**config.mk**
```make
export PLATFORM = sky130hd
export DESIGN_NAME = ptpc_rx_capture
export DESIGN_NICKNAME = d
export VERILOG_FILES = /design/src/shared/ptpc_pkg.sv /design/src/hdl/ptpc_rx_capture.sv
export VERILOG_INCLUDE_DIRS = /design/src /design/src/shared
export SDC_FILE = /design/constraint.sdc
export NUM_CORES = 1
export LEC_CHECK = 0
export ABC_AREA = 1
export BUFFER_PORTS_ARGS = -buffer_cell sky130_fd_sc_hd__buf_2
export CAP_MARGIN = 40
export CORE_MARGIN = 2
export CORE_UTILIZATION = 40
export CTS_CLUSTER_DIAMETER = 80
export DETAILED_ROUTE_END_ITERATION = 6
export HOLD_SLACK_MARGIN = 0.12
export PLACE_DENSITY = 0.58
export SLEW_MARGIN = 10
export SYNTH_ARGS = -nofsm -noshare
export SYNTH_HDL_FRONTEND = slang
export SYNTH_SLANG_ARGS = --single-unit
```
**constraint.sdc**
```tcl
create_clock -name CLOCK -period 8.65 [get_ports CLOCK]
set_input_delay 1.73 -clock CLOCK [delete_from_list [all_inputs] [get_ports CLOCK]]
set_output_delay 1.73 -clock CLOCK [all_outputs]
set_load 0.1 [all_outputs]
```
**src/shared/ptpc_defines.svh**
```systemverilog
// register offsets, field positions, reset values and sizes for the peer-delay capture bank
`ifndef PTPC_DEFINES_SVH
`define PTPC_DEFINES_SVH
`define PTPC_OFF_PDREQ_NS      9'h17c
`define PTPC_OFF_PDREQ_SEC     9'h178
`define PTPC_OFF_PDREQ_CF_HI   9'h180
`define PTPC_OFF_PDREQ_CF_LO   9'h184
`define PTPC_OFF_CHKSUM_DROP   9'h188
`define PTPC_OFF_FILTER_DROP   9'h18c
`define PTPC_PORT_BANK         3'h1
`define PTPC_AUTO_BIT          31
`define PTPC_NS_MSB            29
`define PTPC_SEC_MSB           3
`define PTPC_CF_LO_LSB         16
`define PTPC_ZERO32            32'h00000000
`define PTPC_MAX32             32'hffffffff
`define PTPC_NPORTS            3
`endif

```
**src/shared/ptpc_pkg.sv**
```systemverilog
// types shared by the peer-delay capture bank
package ptpc_pkg;
  typedef logic [1:0]  ptpc_port_t;
  typedef logic [31:0] ptpc_word_t;
endpackage

```
**src/hdl/ptpc_rx_capture.sv**
```systemverilog
// per-port peer-delay capture registers and ingress drop counters
//
// How it works
// - with auto-refresh set, a peer-delay request overwrites nanoseconds, seconds and both correction words.
// - with auto-refresh clear, reception leaves the capture fields alone and software maintains them.
// - nanoseconds sit in bits 29:0, bit 30 reads zero, and the field resets to zero.
// - correction bits 63:32 fill the whole correction-high register, read-write, reset zero.
// - correction bits 31:16 sit in bits 31:16 of correction-low, the low half reads zero.
// - the sub-nanosecond fraction of the correction is dropped and never stored.
// - a 32-bit per-port counter counts packets dropped for a bad UDP checksum.
// - a 32-bit per-port counter counts packets removed by ingress message filtering.
// - each dropped or filtered packet is flagged to the receiving MAC as errored.
// - both counters stop at all ones and never wrap.
// - writing zero clears a counter, losing what it held.
// - port registers live in a shared space chosen by bank select and a two-bit port select.
// - a message is filtered when the mask bit indexed by its message type is set.
//
// hazards and trade-offs
// a capture and a software write to the capture words on the same edge: the capture wins,
// because a half-written time would be worse than a lost software value; the auto bit write
// itself is still taken so software can always turn auto-refresh off.
// a drop and a software write to a tally on the same edge: the write wins, so a clear is
// never undone by a packet that happened to arrive at the same moment.
// a packet with a bad checksum that is also filtered counts only as a checksum drop, so the
// two tallies never count one packet twice; the mac still sees it once as errored.
// the tallies hold at all ones instead of wrapping, so a stuck high count means saturation,
// never a small count after a wrap.
// port select 3 has no registers behind it: writes vanish and reads return zero.
//
`timescale 1ns/1ps
`include "ptpc_defines.svh"
module ptpc_rx_capture
  import ptpc_pkg::*;
(
  input  wire logic        CLOCK,            // 50 MHz system clock
  input  wire logic        RESET,            // synchronous, active high
  input  wire logic        REG_WR,           // register write strobe
  input  wire logic        REG_RD,           // register read strobe
  input  wire logic [8:0]  REG_ADDR,         // register byte offset
  input  wire logic [31:0] REG_WDATA,        // write data
  input  wire logic [2:0]  BANK_SEL,         // bank selector
  input  wire logic [1:0]  PORT_SEL,         // port selector
  input  wire logic [15:0] MSG_FILTER_MASK,  // message_type_filter_mask
  input  wire logic        RX_PKT_VALID,     // one-cycle: parsed ptp packet at ingress
  input  wire logic [1:0]  RX_PORT,          // ingress port of the event
  input  wire logic [3:0]  RX_MSG_TYPE,      // message type of the packet
  input  wire logic        RX_IS_PDREQ,      // packet is a peer-delay request
  input  wire logic        RX_BAD_CHKSUM,    // packet has bad udp checksum
  input  wire logic [29:0] RX_CAPTURED_NANOSECONDS,         // captured_nanoseconds at ingress
  input  wire logic [3:0]  RX_CAPTURED_SECONDS,        // captured_seconds at ingress
  input  wire logic [63:0] RX_CORRECTION,    // correction_value, full 64 bits
  output logic [31:0]      REG_RDATA,        // registered read data
  output logic             REG_RVALID,       // one-cycle read answer
  output logic             RX_MAC_ERROR,     // one-cycle: report packet as errored
  output logic [1:0]       RX_MAC_ERR_PORT   // port of that errored packet
);

  localparam int NP = `PTPC_NPORTS;

  logic [NP-1:0]              auto_reg;
  logic [`PTPC_NS_MSB:0]      ns_reg     [NP];
  logic [`PTPC_SEC_MSB:0]     sec_reg    [NP];
  ptpc_word_t                 cf_hi_reg  [NP];
  logic [15:0]                cf_lo_reg  [NP];
  ptpc_word_t                 chk_cnt    [NP];
  ptpc_word_t                 flt_cnt    [NP];
  logic [NP-1:0]              capture_hit;
  logic [NP-1:0]              port_wr;
  logic                       bank_hit;
  logic                       drop_chk;
  logic                       drop_flt;

  // port-selected register access only within the port bank
  assign bank_hit = (BANK_SEL == `PTPC_PORT_BANK) && (PORT_SEL < 2'(NP));
  // bad checksum takes precedence so a packet is counted once
  assign drop_chk = RX_PKT_VALID && RX_BAD_CHKSUM;
  assign drop_flt = RX_PKT_VALID && !RX_BAD_CHKSUM && MSG_FILTER_MASK[RX_MSG_TYPE];

  // per-port strobes; decoding once keeps the register processes short
  always_comb begin
    for (int p = 0; p < NP; p++) begin
      capture_hit[p] = auto_reg[p] && RX_PKT_VALID && RX_IS_PDREQ && (RX_PORT == 2'(p));
      port_wr[p]     = REG_WR && bank_hit && (PORT_SEL == 2'(p));
    end
  end

  // capture registers: hardware capture and software write per port
  always_ff @(posedge CLOCK) begin
    for (int p = 0; p < NP; p++) begin
      if (RESET) begin
        auto_reg[p]  <= 1'b0;
        ns_reg[p]    <= '0;
        sec_reg[p]   <= '0;
        cf_hi_reg[p] <= `PTPC_ZERO32;
        cf_lo_reg[p] <= '0;
      end else if (capture_hit[p]) begin
        // all four fields load on the same edge; hardware beats a racing write
        ns_reg[p]    <= RX_CAPTURED_NANOSECONDS;
        sec_reg[p]   <= RX_CAPTURED_SECONDS;
        cf_hi_reg[p] <= RX_CORRECTION[63:32];
        cf_lo_reg[p] <= RX_CORRECTION[31:16];
        if (port_wr[p] && REG_ADDR == `PTPC_OFF_PDREQ_NS)
          auto_reg[p] <= REG_WDATA[`PTPC_AUTO_BIT];
      end else if (port_wr[p]) begin
        // with auto clear only software touches the fields
        case (REG_ADDR)
          `PTPC_OFF_PDREQ_NS: begin
            auto_reg[p] <= REG_WDATA[`PTPC_AUTO_BIT];
            ns_reg[p]   <= REG_WDATA[`PTPC_NS_MSB:0];
          end
          `PTPC_OFF_PDREQ_SEC:   sec_reg[p]   <= REG_WDATA[`PTPC_SEC_MSB:0];
          `PTPC_OFF_PDREQ_CF_HI: cf_hi_reg[p] <= REG_WDATA;
          `PTPC_OFF_PDREQ_CF_LO: cf_lo_reg[p] <= REG_WDATA[31:`PTPC_CF_LO_LSB];
          default: ;
        endcase
      end
    end
  end

  // drop tallies: one saturating counter per port and per kind of drop
  for (genvar p = 0; p < NP; p++) begin : g_tally

    // packets dropped for a bad udp checksum
    ptpc_sat_tally chk_u (
      .clock     (CLOCK),
      .reset     (RESET),
      .wr_en     (port_wr[p] && (REG_ADDR == `PTPC_OFF_CHKSUM_DROP)),
      .wr_data   (REG_WDATA),
      .event_hit (drop_chk && (RX_PORT == 2'(p))),
      .count     (chk_cnt[p])
    );

    // packets removed by the message type filter
    ptpc_sat_tally flt_u (
      .clock     (CLOCK),
      .reset     (RESET),
      .wr_en     (port_wr[p] && (REG_ADDR == `PTPC_OFF_FILTER_DROP)),
      .wr_data   (REG_WDATA),
      .event_hit (drop_flt && (RX_PORT == 2'(p))),
      .count     (flt_cnt[p])
    );

  end

  // errored-packet report toward the receiving mac
  always_ff @(posedge CLOCK) begin
    if (RESET) begin
      RX_MAC_ERROR    <= 1'b0;
      RX_MAC_ERR_PORT <= 2'h0;
    end else begin
      RX_MAC_ERROR    <= drop_chk || drop_flt;
      RX_MAC_ERR_PORT <= RX_PORT;
    end
  end

  // read path; unmapped offsets and other banks read zero
  always_ff @(posedge CLOCK) begin
    if (RESET) begin
      REG_RDATA  <= `PTPC_ZERO32;
      REG_RVALID <= 1'b0;
    end else begin
      REG_RVALID <= REG_RD;
      REG_RDATA  <= `PTPC_ZERO32;
      if (REG_RD && bank_hit) begin
        case (REG_ADDR)
          `PTPC_OFF_PDREQ_NS:    REG_RDATA <= {auto_reg[PORT_SEL], 1'b0, ns_reg[PORT_SEL]};
          `PTPC_OFF_PDREQ_SEC:   REG_RDATA <= {28'h0000000, sec_reg[PORT_SEL]};
          `PTPC_OFF_PDREQ_CF_HI: REG_RDATA <= cf_hi_reg[PORT_SEL];
          `PTPC_OFF_PDREQ_CF_LO: REG_RDATA <= {cf_lo_reg[PORT_SEL], 16'h0000};
          `PTPC_OFF_CHKSUM_DROP: REG_RDATA <= chk_cnt[PORT_SEL];
          `PTPC_OFF_FILTER_DROP: REG_RDATA <= flt_cnt[PORT_SEL];
          default:               REG_RDATA <= `PTPC_ZERO32;
        endcase
      end
    end
  end

endmodule

// saturating 32-bit drop tally; a software write beats a drop on the same edge
module ptpc_sat_tally
  import ptpc_pkg::*;
(
  input  wire logic       clock,      // system clock
  input  wire logic       reset,      // synchronous, active high
  input  wire logic       wr_en,      // software write to this tally
  input  wire ptpc_word_t wr_data,    // value written, zero clears
  input  wire logic       event_hit,  // one packet dropped on this edge
  output ptpc_word_t      count       // current tally
);

  ptpc_word_t count_reg;
  ptpc_word_t count_next;

  // write first, then a saturating step; holding at all ones keeps the value honest
  always_comb begin
    count_next = count_reg;
    if (wr_en)
      count_next = wr_data;
    else if (event_hit && (count_reg != `PTPC_MAX32))
      count_next = count_reg + 32'h00000001;
  end

  // tally flip-flop
  always_ff @(posedge clock) begin
    if (reset)
      count_reg <= `PTPC_ZERO32;
    else
      count_reg <= count_next;
  end

  assign count = count_reg;

endmodule

```
==> key figures <==
Run status
  – Result of the run: completed

STA
  – Setup TNS: 0 ns
  – Post-Route Hold Slack: 0.482 ns
  – Setup-violating endpoint count in the final report: 0
  – Final critical-path required period: 4.58 ns
  – Achievable Freq: 218 MHz
  – Unrepaired setup endpoints after global routing: no
  – Max-Slew Margin vs Limit: 0.367
  – Final count of pins violating max slew: 0
  – Worst-Margin Slew: 0.940 ns
  – Worst Skew: 0.0451 ns
  – Number of hold-slack violations in the final timing report: 0
  – Post-route clock period utilization: 0.529

Logic synthesis
  – Cell taking the most area after synthesis: sky130_fd_sc_hd__edfxtp_1
  – Number of different library cells in the post-synthesis netlist: 52
  – Cell count after synthesis: 3,895
  – Async set-or-reset flop fraction in the synthesized netlist: 0
  – Synth cell count leaders: sky130_fd_sc_hd__nand2_1, sky130_fd_sc_hd__nand3_1, sky130_fd_sc_hd__inv_1
  – Synth top area share: 0.261
  – Top flip-flop cell by instance count after synthesis: sky130_fd_sc_hd__edfxtp_1
  – Number of warnings reported in the yosys synthesis log: 0
  – Most numerous cell in the Yosys netlist: sky130_fd_sc_hd__nand2_1
  – Mean post-synth cell area: 7.26 um2
  – #FFs+latches synth: 477
  – Biggest area contributors in the synthesized netlist: sky130_fd_sc_hd__edfxtp_1, sky130_fd_sc_hd__dfxtp_1, sky130_fd_sc_hd__nand2_1
  – Net count of the mapped netlist: 4,074
  – Count of flip-flops with a built-in enable after synthesis: 246
  – Sequential share of the synthesized area: 0.424
  – Netlist area before placement: 28,300 um2

Critical path
  – Largest fanout on the critical path: 18
  – CP bufs+invs: 3
  – Category of cells accounting for the largest share of critical-path delay: simple AND/OR/NAND/NOR gates
  – Most prevalent standard cell on the critical path: sky130_fd_sc_hd__nand2_1
  – Slowest-stage cell, CP: sky130_fd_sc_hd__nand2_2
  – Data required time of the critical path: 8.82 ns
  – Cell breakdown of the critical path: buf_2, inv_1, nand2_1, nor2_1, nand2_1, nor2_1, nand2_1, clkinv_1, nand2_2, nand2_1
  – Type of element launching the critical path: input pin
  – Data arrival time of the critical path: 4.75 ns
  – Kind of capture point of the worst setup path: register
  – Critical Path Max Stage Delay: 0.72 ns
  – Setup CP Type: input pin to register

Clocking
  – Clock Sink Count: 477
  – Clock latency on the worst-skew pair: 0.65 ns
  – Clock Tree Root: sky130_fd_sc_hd__clkbuf_16
  – Max H-tree Level: 2
  – CTS tree: yes
  – Hold bufs inserted after CTS: 0
  – Number of gates resized after cts: 0
  – Buffer count from post-CTS setup fixing: 0
  – Number of buffers created by CTS: 56
  – Largest buffer count on any clock path: 3
  – Clock slew at reported path FFs: 0.06 ns

Route
  – Vias after detailed routing: 28,719
  – DRC errors left: 0
  – First DRT Iteration DRCs: 3,646
  – Detail-routed net length per standard cell: 24.0 um
  – Router iterations before antenna repair: 5
  – Antenna violation net count after detailed routing: 0
  – Total routed wirelength: 119,000 um
  – Post-DR vias/cell: 5.78

Power
  – Internal portion of total power: 4.00 mW
  – Fraction of power consumed by sequential logic: 0.455
  – Logic pwr share: 0.066
  – Switching power: 1.33 mW
  – Power density of the placed cells: 166 nW/um2
  – Part of the total power dissipated in the clock network: 0.479
  – Total leakage power: 11.7 nW
  – Net Sw Frac: 0.250
  – Maximum vdd drop: 0.172 mV

Cells and area
  – Synthesis-to-finish area growth: 13.3%
  – Filler cells: 7,195
  – Net count of the finished layout: 4,158
  – Combined area of the multi-input logic cells: 14,100 um2
  – Fraction of final layout cells with drive strength greater than 1: 0.104
  – Post-route core utilization: 0.458
  – Register area: 12,000 um2

Floorplan
  – Die Outline Area: 72,900 um2
  – Row Count: 97
  – Area of the core: 70,000 um2
  – Starting utilization of the core area: 0.404
  – Die extent in x: 270 um
  – Y dimension of the die: 270 um
  – Number of ports placed on the die boundary: 209

Place
  – Port Buf Inserts: 192
  – GPL Wtd Cong: 0.983
  – DP Wirelength: 81,700 um

Global route
  – Via count of the first global-routing pass: 26,357
  – Maximum number of pins on one net before global-route repair: 73
  – Number of antenna violations at the first check in global routing: 10
  – Wire length of the first global-routing pass: 174,000 um
  – Overall overflow remaining after global route: 0
  – Overall global routing resource usage: 0.316

Min path
  – Worst Hold Class: register to register

Run
  – Max capacitance violation total: 0
==> logic make-up after synthesis <==
logic type	synth area share
and+or+nand+nor	0.299
AOI/OAI and AO/OA	0.154
buffers and inverters	0.0799
DFF	0.424
xor gates and xnor gates	0.0399
adders and majority gates	0.00265
==> layout by cell type (no fill, tap or decap), types with 6 or more instances in the layout <==
master / Yosys / routed
sky130_fd_sc_hd__nor2_2: 15 / 14
sky130_fd_sc_hd__nand3b_1: 11 / 11
sky130_fd_sc_hd__xnor2_1: 25 / 25
sky130_fd_sc_hd__nand2_1: 1146 / 1143
sky130_fd_sc_hd__inv_1: 309 / 309
sky130_fd_sc_hd__dfxtp_1: 231 / 231
sky130_fd_sc_hd__inv_2: 13 / 12
sky130_fd_sc_hd__a22oi_1: 10 / 10
sky130_fd_sc_hd__buf_4: 11 / 40
sky130_fd_sc_hd__o221ai_1: 7 / 7
sky130_fd_sc_hd__clkbuf_8: 0 / 14
sky130_fd_sc_hd__buf_2: 65 / 190
sky130_fd_sc_hd__nand3_1: 355 / 355
sky130_fd_sc_hd__a21oi_1: 205 / 205
sky130_fd_sc_hd__clkinv_2: 0 / 7
sky130_fd_sc_hd__xor2_1: 104 / 104
sky130_fd_sc_hd__o21ai_0: 131 / 125
sky130_fd_sc_hd__clkbuf_16: 0 / 57
sky130_fd_sc_hd__nand3_2: 11 / 11
sky130_fd_sc_hd__ha_1: 6 / 6
sky130_fd_sc_hd__o21ai_1: 12 / 12
sky130_fd_sc_hd__a31oi_1: 80 / 80
sky130_fd_sc_hd__edfxtp_1: 246 / 246
sky130_fd_sc_hd__o21a_1: 12 / 12
sky130_fd_sc_hd__nor2_4: 8 / 9
sky130_fd_sc_hd__nor2_1: 287 / 287
sky130_fd_sc_hd__clkinv_1: 9 / 11
sky130_fd_sc_hd__nor3_1: 85 / 85
sky130_fd_sc_hd__clkbuf_1: 120 / 11
sky130_fd_sc_hd__o22ai_1: 267 / 267
sky130_fd_sc_hd__nand2_2: 10 / 11
sky130_fd_sc_hd__buf_16: 0 / 8
sky130_fd_sc_hd__nand4_1: 37 / 37
sky130_fd_sc_hd__bufinv_16: 0 / 6
==> worst paths after layout <==
| check | depth (start not counted) | to | start | slack, ns |
|---|---|---|---|---|
| hold / removal | 2 | g_tally[0].flt_u.count[31] | g_tally[0].flt_u.count[31] | 0.48 |
| setup reg to reg | 12 | g_tally[1].chk_u.count[24] | g_tally[1].chk_u.count[0] | 5.72 |
| setup / recovery | 10 | cf_lo_reg[0][12] | REG_ADDR[0] | 4.07 |
| hold reg to reg | 2 | g_tally[0].flt_u.count[31] | g_tally[0].flt_u.count[31] | 0.48 |
==> power groups by stage <==
stage | sequential (mW) | combinational, mW | clock (mW)
floorplan | 2.48 | 0.156 | 0
global route | 2.42 | 0.367 | 2.64
finish | 2.42 | 0.354 | 2.55
detailed placement | 2.47 | 0.344 | 0
global placement | 2.47 | 0.334 | 0
CTS | 2.42 | 0.345 | 2.56
==> layer usage <==
metal	wire (um)	vias to the layer above	track usage	share of wire
met5	71	-	0	0.00060
met2	51800	1461	0.482	0.44
met4	5250	10	0.130	0.044
met3	12100	217	0.0575	0.10
met1	49800	13609	0.440	0.42
li1	-	13422	-	-
==> per-stage QoR <==
step | cells | power, mW | setup WS (ns) | area, um2
global route | 4965 | 5.43 | 3.99 | 32100
CTS | 4964 | 5.32 | 4.19 | 32100
floorplan | 3895 | 2.63 | 3.50 | 28300
global placement | 4847 | 2.80 | 3.43 | 29800
finish | 4967 | 5.33 | 4.07 | 32100
detailed placement | 4861 | 2.81 | 3.54 | 30100
==> tightest hold or removal path, stage by stage, from the launching register on <==
cell	delay, ns
sky130_fd_sc_hd__dfxtp_1	0.31
sky130_fd_sc_hd__nand3_1	0.07
sky130_fd_sc_hd__a21oi_1	0.06
==> final cells by class <==
type | count | share of cell area
multi-input cells | 2868 | 0.440
inverters | 332 | 0.0390
clock buffers | 82 | 0.0518
flip-flops and latches | 477 | 0.375
well taps | 940 | 0.0367
repair buffers | 244 | 0.0486
clock inverters | 21 | 0.00948
diodes | 3 | 0.000234
Power figures use the tool's default switching activity.
